<file path="src/rtl/spi_pkg.sv">
// Package for the summary punch interlock: cam windows, register map and reset values.
// Assumes one 40 MHz clock and a machine shaft that advances one degree per deg_step pulse.
package spi_pkg;

   // Clock rate and the cycle position counter.
   localparam int unsigned SPI_CLK_HZ = 40000000;
   localparam int unsigned SPI_DEG_PER_CYCLE = 360;
   localparam logic [8:0] SPI_DEG_LAST = 9'h167;
   localparam logic [8:0] SPI_DEG_RESET = 9'h000;

   // Cam and breaker windows in degrees of the machine cycle.
   localparam logic [8:0] SPI_SIGN_TEST_OPEN_DEG = 9'h0FF;
   localparam logic [8:0] SPI_START_WINDOW_DEG = 9'h10B;
   localparam logic [8:0] SPI_START_WINDOW_END_DEG = 9'h140;
   localparam logic [8:0] SPI_IDLE_HOLD_OPEN_DEG = 9'h118;
   localparam logic [8:0] SPI_END_HOLD_OPEN_DEG = 9'h0C8;
   localparam logic [8:0] SPI_SIGN_HOLD_END_DEG = 9'h0CA;
   localparam logic [8:0] SPI_EARLY_ALL_OPEN_DEG = 9'h0F6;
   localparam logic [8:0] SPI_EARLY_ALL_CLOSE_DEG = 9'h10F;

   // Punch index positions.
   localparam logic [3:0] SPI_INDEX_DIGIT_MAX = 4'h9;
   localparam logic [3:0] SPI_INDEX_X = 4'hB;

   // Geometry of the wired columns and counter groups.
   localparam int unsigned SPI_COLUMNS = 8;
   localparam int unsigned SPI_GROUPS = 4;

   // Register offsets.
   localparam logic [3:0] SPI_REG_CTRL = 4'h0;
   localparam logic [3:0] SPI_REG_DIGITS = 4'h4;
   localparam logic [3:0] SPI_REG_STATUS = 4'h8;
   localparam logic [3:0] SPI_REG_POSITION = 4'hC;

   // Control field positions.
   localparam int unsigned SPI_CTRL_ENABLE_BIT = 0;
   localparam int unsigned SPI_CTRL_PLUS_BIT = 1;
   localparam int unsigned SPI_CTRL_CONVERT_LSB = 2;
   localparam int unsigned SPI_CTRL_XCOL_LSB = 6;
   localparam int unsigned SPI_CTRL_XGRP_LSB = 9;

   // Values after reset.
   localparam logic [31:0] SPI_CTRL_RESET = 32'h0000_0000;
   localparam logic [31:0] SPI_DIGITS_RESET = 32'h0000_0000;

   // Correction cycle tracking.
   typedef enum logic [1:0] {
      SPI_CORR_IDLE,
      SPI_CORR_WAIT,
      SPI_CORR_RUN
   } spi_corr_type;

   // True when a degree lies in a half-open window.
   function automatic logic spi_in_window(input logic [8:0] deg, input logic [8:0] lo, input logic [8:0] hi);
      spi_in_window = (deg >= lo) && (deg < hi);
   endfunction : spi_in_window

endpackage : spi_pkg

</file>
<file path="src/rtl/spi_cycle_counter.sv">
// Machine cycle position counter, one count per shaft degree.
// Assumes deg_step is a one-cycle pulse synchronous to clk.
`timescale 1ns/1ps
module spi_cycle_counter
   import spi_pkg::*;
(
   input wire logic clk,
   input wire logic sys_rst,
   input wire logic deg_step,
   output logic [8:0] deg_q,
   output logic wrap_q
);

   logic [8:0] deg_d;
   logic wrap_d;

   // Advance the position and flag the wrap into a new cycle.
   always_comb begin
      deg_d = deg_q;
      wrap_d = 1'b0;
      if (deg_step) begin
         if (deg_q == SPI_DEG_LAST) begin
            deg_d = SPI_DEG_RESET;
            wrap_d = 1'b1;
         end else begin
            deg_d = deg_q + 9'h001;
         end
      end
   end

   // Register the position.
   always_ff @(posedge clk) begin
      if (sys_rst) begin
         deg_q <= SPI_DEG_RESET;
         wrap_q <= 1'b0;
      end else begin
         deg_q <= deg_d;
         wrap_q <= wrap_d;
      end
   end

endmodule : spi_cycle_counter

</file>
<file path="src/rtl/spi_digit_select.sv">
// Digit and credit X selection onto the punch magnets.
// Assumes index_strobe marks one punch emitter impulse at punch_index.
`timescale 1ns/1ps
module spi_digit_select
   import spi_pkg::*;
(
   input wire logic clk,
   input wire logic sys_rst,
   input wire logic index_strobe,
   input wire logic [3:0] punch_index,
   input wire logic path_open,
   input wire logic [31:0] digits,
   input wire logic x_enable,
   input wire logic [2:0] x_column,
   output logic [SPI_COLUMNS-1:0] magnet_q
);

   logic [SPI_COLUMNS-1:0] magnet_d;

   // Route each impulse to every column whose counter holds that digit.
   always_comb begin
      magnet_d = '0;
      if (index_strobe && path_open) begin
         for (int c = 0; c < SPI_COLUMNS; c++) begin
            if (punch_index <= SPI_INDEX_DIGIT_MAX && digits[c*4 +: 4] == punch_index) begin
               magnet_d[c] = 1'b1;
            end
         end
         if (punch_index == SPI_INDEX_X && x_enable) begin
            magnet_d[x_column] = 1'b1;
         end
      end
   end

   // Magnets are one-cycle pulses per impulse.
   always_ff @(posedge clk) begin
      if (sys_rst) begin
         magnet_q <= '0;
      end else begin
         magnet_q <= magnet_d;
      end
   end

endmodule : spi_digit_select

</file>
<file path="src/rtl/spi_interlock.sv">
// Summary punch interlock of the accounting machine: program suspend, punch start, end release.
// Assumes the punch keeps its own first-cycle, cycle-active and emitter gating relays.
//
// Notes on behaviour
// - Start impulse leaves only while the start window breaker is closed from 267 degrees.
// - Sign test is sampled from 255 up to 267 degrees, before the start window.
// - A demanded correction cycle holds the start back until that cycle ends.
// - Each wired column gets the emitter impulse matching its counter digit, 0 to 9.
// - One start pick per control change; emitter active one cycle per card.
// - End cam sets the punch end relay, which then holds by the end hold breaker.
// - Punch end releases the suspend relay and its parallel group.
// - Punch end blocks program pick re-setting and punch start re-picking.
// - Card feed stop lamp lit while punching pends, dark when the path relay drops.
// - Release re-enables print clutch, drops idle cycles, restores all cycles.
// - Idle cycles hold lasts until 280 degrees, past the early all-cycle window.
// - No program test impulse from 246 to 271 degrees after the punch cycle.
// - Sign selection relays hold through punching up to 202 degrees.
// - Credit X goes to the chosen column at index 11 with sign and path relays set.
// - One sign control relay per group, set only when converted; plus option inverts.
// - Minor program sets suspend from program pick, holding off total cycle.
//
// Design decisions made here: the placing of the registers and the strobed register port.
`timescale 1ns/1ps
module spi_interlock
   import spi_pkg::*;
(
   input wire logic clk,
   input wire logic sys_rst,
   input wire logic [3:0] reg_addr,
   input wire logic [31:0] reg_wdata,
   input wire logic reg_write,
   input wire logic reg_read,
   output logic [31:0] reg_rdata_q,
   input wire logic deg_step,
   input wire logic minor_program,
   input wire logic [SPI_GROUPS-1:0] group_negative,
   input wire logic punch_request,
   input wire logic end_cam,
   input wire logic index_strobe,
   input wire logic [3:0] punch_index,
   output logic punch_start_q,
   output logic [SPI_COLUMNS-1:0] punch_magnet_q,
   output logic program_pick_relay_q,
   output logic suspend_relay_q,
   output logic punch_path_relay_q,
   output logic punch_end_relay_q,
   output logic print_clutch_control_q,
   output logic idle_cycles_relay_q,
   output logic all_cycles_relay_q,
   output logic program_test_q,
   output logic card_feed_stop_lamp_q
);

   ////////////////////////////////////////////////////////////////////////////////
   // Position counter and decoded cam windows.

   logic [8:0] deg;
   logic wrap;

   spi_cycle_counter u_counter (
      .clk(clk),
      .sys_rst(sys_rst),
      .deg_step(deg_step),
      .deg_q(deg),
      .wrap_q(wrap)
   );

   logic sign_test_breaker;
   logic start_window_breaker;
   logic idle_hold_breaker;
   logic end_hold_breaker;
   logic early_all_window;
   logic sign_hold_window;

   // Breakers as windows on the cycle position.
   assign sign_test_breaker = spi_in_window(deg, SPI_SIGN_TEST_OPEN_DEG, SPI_START_WINDOW_DEG);
   assign start_window_breaker = spi_in_window(deg, SPI_START_WINDOW_DEG, SPI_START_WINDOW_END_DEG);
   assign idle_hold_breaker = deg < SPI_IDLE_HOLD_OPEN_DEG;
   assign end_hold_breaker = deg != SPI_END_HOLD_OPEN_DEG;
   assign early_all_window = spi_in_window(deg, SPI_EARLY_ALL_OPEN_DEG, SPI_EARLY_ALL_CLOSE_DEG);
   assign sign_hold_window = deg < SPI_SIGN_HOLD_END_DEG;

   ////////////////////////////////////////////////////////////////////////////////
   // Software registers.

   logic [31:0] ctrl_q;
   logic [31:0] ctrl_d;
   logic [31:0] digits_q;
   logic [31:0] digits_d;
   logic [31:0] reg_rdata_d;
   logic [31:0] status_word;
   logic enable;
   logic plus_select;
   logic [SPI_GROUPS-1:0] convert_mask;
   logic [2:0] x_column;
   logic [1:0] x_group;

   assign enable = ctrl_q[SPI_CTRL_ENABLE_BIT];
   assign plus_select = ctrl_q[SPI_CTRL_PLUS_BIT];
   assign convert_mask = ctrl_q[SPI_CTRL_CONVERT_LSB +: SPI_GROUPS];
   assign x_column = ctrl_q[SPI_CTRL_XCOL_LSB +: 3];
   assign x_group = ctrl_q[SPI_CTRL_XGRP_LSB +: 2];

   // Write decode and one-cycle-late read data.
   always_comb begin
      ctrl_d = ctrl_q;
      digits_d = digits_q;
      reg_rdata_d = 32'h0000_0000;
      if (reg_write) begin
         case (reg_addr)
            SPI_REG_CTRL: ctrl_d = reg_wdata & 32'h0000_07FF;
            SPI_REG_DIGITS: digits_d = reg_wdata;
            default: ctrl_d = ctrl_q;
         endcase
      end
      if (reg_read) begin
         case (reg_addr)
            SPI_REG_CTRL: reg_rdata_d = ctrl_q;
            SPI_REG_DIGITS: reg_rdata_d = digits_q;
            SPI_REG_STATUS: reg_rdata_d = status_word;
            SPI_REG_POSITION: reg_rdata_d = {23'h000000, deg};
            default: reg_rdata_d = 32'h0000_0000;
         endcase
      end
   end

   always_ff @(posedge clk) begin
      if (sys_rst) begin
         ctrl_q <= SPI_CTRL_RESET;
         digits_q <= SPI_DIGITS_RESET;
         reg_rdata_q <= 32'h0000_0000;
      end else begin
         ctrl_q <= ctrl_d;
         digits_q <= digits_d;
         reg_rdata_q <= reg_rdata_d;
      end
   end

   ////////////////////////////////////////////////////////////////////////////////
   // Sign test, correction cycle and group sign control relays.

   spi_corr_type corr_q;
   spi_corr_type corr_d;
   logic [SPI_GROUPS-1:0] group_sign_q;
   logic [SPI_GROUPS-1:0] group_sign_d;
   logic corr_block;

   assign corr_block = corr_q != SPI_CORR_IDLE;

   // A negative converted group blocks the start until its correction cycle ends.
   always_comb begin
      corr_d = corr_q;
      group_sign_d = group_sign_q;
      if (!(idle_cycles_relay_q || punch_path_relay_q || sign_hold_window)) begin
         group_sign_d = '0;
      end
      if (sign_test_breaker && deg_step) begin
         group_sign_d = group_sign_d | (group_negative & convert_mask);
         if ((group_negative & convert_mask) != '0) begin
            corr_d = SPI_CORR_WAIT;
         end
      end
      case (corr_q)
         SPI_CORR_IDLE: ;
         SPI_CORR_WAIT: if (wrap) corr_d = SPI_CORR_RUN;
         SPI_CORR_RUN: if (wrap) corr_d = SPI_CORR_IDLE;
         default: corr_d = SPI_CORR_IDLE;
      endcase
   end

   always_ff @(posedge clk) begin
      if (sys_rst) begin
         corr_q <= SPI_CORR_IDLE;
         group_sign_q <= '0;
      end else begin
         corr_q <= corr_d;
         group_sign_q <= group_sign_d;
      end
   end

   ////////////////////////////////////////////////////////////////////////////////
   // Program suspend, punch start and punch end relays.

   logic program_pick_d;
   logic suspend_d;
   logic punch_end_d;
   logic start_taken_q;
   logic start_taken_d;
   logic punch_start_d;
   logic lamp_d;

   // Suspend sequence from program pick to punch end release.
   always_comb begin
      program_pick_d = program_pick_relay_q;
      suspend_d = suspend_relay_q;
      punch_end_d = punch_end_relay_q;
      start_taken_d = start_taken_q;
      punch_start_d = 1'b0;
      if (wrap) begin
         program_pick_d = 1'b0;
      end
      if (minor_program && enable && !punch_end_relay_q) begin
         program_pick_d = 1'b1;
      end
      if (program_pick_relay_q) begin
         suspend_d = 1'b1;
      end
      if (punch_end_relay_q) begin
         suspend_d = 1'b0;
         start_taken_d = 1'b0;
      end
      if (!end_hold_breaker && !end_cam) begin
         punch_end_d = 1'b0;
      end
      if (end_cam && suspend_relay_q) begin
         punch_end_d = 1'b1;
      end
      if (suspend_relay_q && punch_request && start_window_breaker && !corr_block
          && !start_taken_q && !punch_end_relay_q) begin
         punch_start_d = 1'b1;
         start_taken_d = 1'b1;
      end
      lamp_d = suspend_d;
   end

   always_ff @(posedge clk) begin
      if (sys_rst) begin
         program_pick_relay_q <= 1'b0;
         suspend_relay_q <= 1'b0;
         punch_path_relay_q <= 1'b0;
         punch_end_relay_q <= 1'b0;
         start_taken_q <= 1'b0;
         punch_start_q <= 1'b0;
         card_feed_stop_lamp_q <= 1'b0;
      end else begin
         program_pick_relay_q <= program_pick_d;
         suspend_relay_q <= suspend_d;
         punch_path_relay_q <= suspend_d;
         punch_end_relay_q <= punch_end_d;
         start_taken_q <= start_taken_d;
         punch_start_q <= punch_start_d;
         card_feed_stop_lamp_q <= lamp_d;
      end
   end

   ////////////////////////////////////////////////////////////////////////////////
   // Print clutch, idle cycles and all cycles relays.

   logic print_clutch_d;
   logic idle_cycles_d;
   logic all_cycles_d;
   logic program_test_d;

   // The idle hold outlasts the early all-cycle window before all cycles returns.
   always_comb begin
      print_clutch_d = !suspend_relay_q;
      idle_cycles_d = idle_cycles_relay_q;
      if (!print_clutch_control_q) begin
         idle_cycles_d = 1'b1;
      end else if (!idle_hold_breaker) begin
         idle_cycles_d = 1'b0;
      end
      all_cycles_d = !idle_cycles_relay_q;
      program_test_d = all_cycles_relay_q && early_all_window;
   end

   always_ff @(posedge clk) begin
      if (sys_rst) begin
         print_clutch_control_q <= 1'b1;
         idle_cycles_relay_q <= 1'b0;
         all_cycles_relay_q <= 1'b1;
         program_test_q <= 1'b0;
      end else begin
         print_clutch_control_q <= print_clutch_d;
         idle_cycles_relay_q <= idle_cycles_d;
         all_cycles_relay_q <= all_cycles_d;
         program_test_q <= program_test_d;
      end
   end

   ////////////////////////////////////////////////////////////////////////////////
   // Digit and credit X routing to the punch magnets.

   logic x_enable;

   // Plus wiring marks positive totals instead of converted ones.
   assign x_enable = punch_path_relay_q && (plus_select ? !group_sign_q[x_group] : group_sign_q[x_group]);

   spi_digit_select u_select (
      .clk(clk),
      .sys_rst(sys_rst),
      .index_strobe(index_strobe),
      .punch_index(punch_index),
      .path_open(punch_path_relay_q && start_taken_q),
      .digits(digits_q),
      .x_enable(x_enable),
      .x_column(x_column),
      .magnet_q(punch_magnet_q)
   );

   // Status word for software.
   assign status_word = {16'h0000, group_sign_q, 1'b0, corr_block, start_taken_q, card_feed_stop_lamp_q,
                         all_cycles_relay_q, idle_cycles_relay_q, print_clutch_control_q, punch_end_relay_q,
                         punch_path_relay_q, suspend_relay_q, program_pick_relay_q, punch_start_q};

endmodule : spi_interlock

</file>
<file path="config.mk">
export PLATFORM = sky130hd
export DESIGN_NAME = spi_interlock
export DESIGN_NICKNAME = d
export VERILOG_FILES = /design/src/rtl/spi_pkg.sv /design/src/rtl/spi_cycle_counter.sv /design/src/rtl/spi_digit_select.sv /design/src/rtl/spi_interlock.sv
export SDC_FILE = /design/constraint.sdc
export NUM_CORES = 1
export LEC_CHECK = 0
export ABC_AREA = 1
export BUFFER_PORTS_ARGS = -buffer_cell sky130_fd_sc_hd__clkbuf_2
export CAP_MARGIN = 20
export CORE_ASPECT_RATIO = 0.7
export CORE_UTILIZATION = 40
export CTS_CLUSTER_SIZE = 30
export DETAILED_ROUTE_END_ITERATION = 6
export SYNTH_ARGS = -nofsm -noshare
export SYNTH_HDL_FRONTEND = slang
export SYNTH_SLANG_ARGS = --single-unit
</file>
<file path="constraint.sdc">
create_clock -name clk -period 2.1 [get_ports clk]
set_input_delay 0.105 -clock clk [delete_from_list [all_inputs] [get_ports clk]]
set_output_delay 0.105 -clock clk [all_outputs]
set_load 0.1 [all_outputs]
</file>
==> results.sh <==
export IMPL_status="finished, final reports clean"
export IMPL_yosysWarningCount=0
export IMPL_drtIter0Drc=338
export IMPL_worstSetupPathType="reg2reg"
export IMPL_cts_tree="done"
export IMPL_cpPeakStageDelay_ns=0.49
export IMPL_rsz0062_at_grt="false"
export IMPL_fmaxAchievable_mhz=531
export IMPL_synth_area_um2=4600
export IMPL_ir_worst_vdd_uv=398
export IMPL_die_y_um=91.7
export IMPL_worstSetupEndpointType="flop"
export IMPL_fin_area_um2=5500
export IMPL_tightest_slew_ns=0.825
export IMPL_period_share_pct=89.7
export IMPL_core_area_um2=11100
export IMPL_gp_congestion=0.886
export IMPL_setup_viol=0
export IMPL_die_w_um=130
export IMPL_worst_ep_required_time_ns=2.39
export IMPL_synth_nets=643
export IMPL_timing_setup_tns_ns=0
export IMPL_hold_path_class="in2reg"
export IMPL_power_frac_seq_pct=51.0
export IMPL_die_area_um2=11900
export IMPL_yosys_most_used_dff="dfxtp_1"
export IMPL_clk_latency_ns=0.35
export IMPL_cp_max_fo=7
export IMPL_cts_buffers=9
export IMPL_syn_to_final_growth_pct=19.6
export IMPL_vias_per_cell=5.17
export IMPL_power_switching_mw=1.00
export IMPL_cellPowerDensity_nw_per_um2=747
export IMPL_root_buffer="clkbuf_16"
export IMPL_hold_ws_ns=0.0184
export IMPL_first_global_vias=3946
export IMPL_grt_use_total_pct=24.0
export IMPL_ff_latch_area_um2=2160
export IMPL_combPwrFrac_pct=8.0
export IMPL_synth_edf_count=0
export IMPL_drc=0
export IMPL_netlist_instances=587
export IMPL_num_antenna_cells=0
export IMPL_drv_cap=0
export IMPL_cp_cell_sequence="nand2_2, nor2_2, nand2_1, nor3_1, ha_1, or2_2, o21bai_2, inv_2, nor2_4, nand3_1, a21oi_2"
export IMPL_p_int_mw=3.11
export IMPL_clkPwrFrac_pct=41.0
export IMPL_cellLeakagePower_nw=2.11
export IMPL_hpwl_um=10300
export IMPL_ys_async_sr_fraction_pct=0
export IMPL_relSlewSlack_pct=44.4
export IMPL_overflow=0
export IMPL_final_max_slew_viol_count=0
export IMPL_io_buffers=102
export IMPL_ys_types=38
export IMPL_p_sw_share_pct=24.4
export IMPL_clockBufferDepth=2
export IMPL_multi_input_comb_area_um2=1990
export IMPL_cts_sink_count=108
export IMPL_wl_um=13800
export IMPL_critPathArrivalTime_ns=2.17
export IMPL_num_rows=32
export IMPL_vias=4332
export IMPL_ant_nets=0
export IMPL_grt_max_degree=35
export IMPL_hold_violations=0
export IMPL_fin_skew_ns=0.00920
export IMPL_firstDrtPassIters=5
export IMPL_fin_crit_ns=1.88
export IMPL_synth_area_per_cell_um2=7.84
export IMPL_wl_per_cell_um=16.5
export IMPL_ios=103
export IMPL_n_fill_cell=1148
export IMPL_initial_core_util_pct=41.5
export IMPL_startpoint_type="flop"
export IMPL_drive_gt1_share_pct=20.7
export IMPL_clk_pin_slew_ns=0.07
export IMPL_ys_ff_latch=108
export IMPL_grt_pass1_wl_um=21300
export IMPL_antenna_found_initial=0
export IMPL_slowest_stage="dfxtp_1"
export IMPL_cts_max_level=3
export IMPL_num_nets_final=736
export IMPL_ys_seq_area_share_pct=47.0
export IMPL_place_area_um2=5210
power by group through the flow:
stage | Combinational, mW | Clock, mW | Sequential [mW]
floorplan | 0.183 | 0 | 2.16
global placement | 0.320 | 0 | 2.15
detailed placement | 0.321 | 0 | 2.15
CTS | 0.324 | 1.71 | 2.10
global route | 0.359 | 1.80 | 2.10
finish | 0.327 | 1.69 | 2.10
cell type report:
| cell class | instances | share of cell area (%) |
|---|---|---|
| Clock buffer | 12 | 4.30 |
| Tap cell | 153 | 3.48 |
| Timing Repair Buffer | 112 | 11.1 |
| Sequential cell | 108 | 39.3 |
| Inverter | 68 | 4.68 |
| Clock inverter | 4 | 0.909 |
| Multi-Input combinational cell | 381 | 36.2 |
path summary, 6_finish.rpt:
check                     startpoint              end  slack, ns  cells past startpoint
hold / removal         reg_wdata[14]     digits_q[14]       0.02                      3
setup reg to reg  u_counter.deg_q[5]  group_sign_q[3]       0.22                     11
setup / recovery  u_counter.deg_q[5]  group_sign_q[3]       0.22                     11
hold reg to reg         digits_q[26]  reg_rdata_q[26]       0.48                      2
worst max-delay path, delay by kind of cell, from the launching register on:
kind	cells	cell delay, ns
AOI/OAI and AO/OA	2	0.24
adders and majority gates	1	0.18
buffers and inverters	1	0.06
DFF	1	0.49
and+or+nand+nor	7	0.86
layout by cell type (no fill, tap or decap), drive strengths merged, types with 2 or more instances in the layout:
cell and count:
clkinvlp 2, buf 9, clkinv 2, o22ai 12
a221oi 6, nand2 66, xor2 5, inv 67
ha 3, nor2 49, nor4 2, o21ai 51
xnor2 16, nand4 9, clkbuf 114, or2 2
o211ai 2, nand3 38, a211oi 4, dfxtp 108
a21oi 73, nor3 35
logic make-up (layout without fill, tap and decap cells):
kind of cell,after synthesis,count (layout),share of synthesized area (%)
adders and majority gates,3,3,0.816
AOI/OAI and AO/OA,152,152,18.1
DFF,108,108,47.0
muxes,1,1,0.218
and+or+nand+nor,204,204,20.2
xor gates and xnor gates,21,21,4.00
buffers and inverters,98,196,9.71
metrics by stage:
| stage | worst slack [ns] | std cells | power [mW] | util, % |
|---|---|---|---|---|
| 2_1_floorplan | 0.311 | 587 | 2.34 | - |
| 3_3_place_gp | 0.313 | 821 | 2.47 | 46.9 |
| 3_5_place_dp | 0.198 | 821 | 2.47 | 46.9 |
| 4_1_cts | 0.173 | 838 | 4.14 | 49.6 |
| 5_1_grt | 0.00978 | 838 | 4.26 | 49.6 |
| 6_report | 0.216 | 838 | 4.11 | 49.6 |
metal layers:
layer | part of all wire (%) | vias to the layer above | global-route usage [%]
met2 | 38 | 156 | 30.8
met3 | 8.5 | 8 | 7.70
met4 | 0.62 | 0 | 4.55
met1 | 53 | 2002 | 37.9
met5 | 0 | - | 0
li1 | - | 2166 | -
state kept, by name, summed over array words and instances (netlist names):
| signal | cells |
|---|---|
| u_counter.deg_q | 9 |
| all_cycles_relay_q | 1 |
| ctrl_q | 11 |
| group_sign_q | 4 |
| print_clutch_control_q | 1 |
| start_taken_q | 1 |
| punch_end_relay_q | 1 |
| punch_start_q | 1 |
| u_counter.wrap_q | 1 |
| idle_cycles_relay_q | 1 |
| digits_q | 32 |
| program_pick_relay_q | 1 |
| program_test_q | 1 |
| u_select.magnet_q | 8 |
| reg_rdata_q | 32 |
| corr_q | 2 |
| card_feed_stop_lamp_q | 1 |
what timing repair did:
action / 4_1_cts / 5_1_grt
hold endpoints to repair: 1 / 0
buffers inserted: 0 / 0
resized for setup: 0 / 1
hold buffers: 1 / 0
setup endpoints to repair: 0 / 4
synthesized netlist by cell type (2+ instances only):
cell type  count  area, um^2
nand2_1       63         236
buf_6          7        78.8
buf_2          7        35.0
a211oi_1       4        30.0
dfxtp_1      108        2160
nor4_1         2        12.5
inv_2          3        11.3
clkbuf_1      12        45.0
nand3_1       38         190
nand2_2        3        18.8
o22ai_1       12        75.1
nor2_2         4        25.0
nor2_1        44         165
a221oi_1       6        52.6
ha_1           3        37.5
nor3_1        34         170
o21ai_0       51         255
xor2_1         5        43.8
or2_2          2        12.5
a21oi_1       72         360
buf_4          4        30.0
nand4_1        9        56.3
xnor2_1       16         140
o211ai_1       2        15.0
inv_1         63         236
No activity file was read; power rests on OpenSTA's default activity.
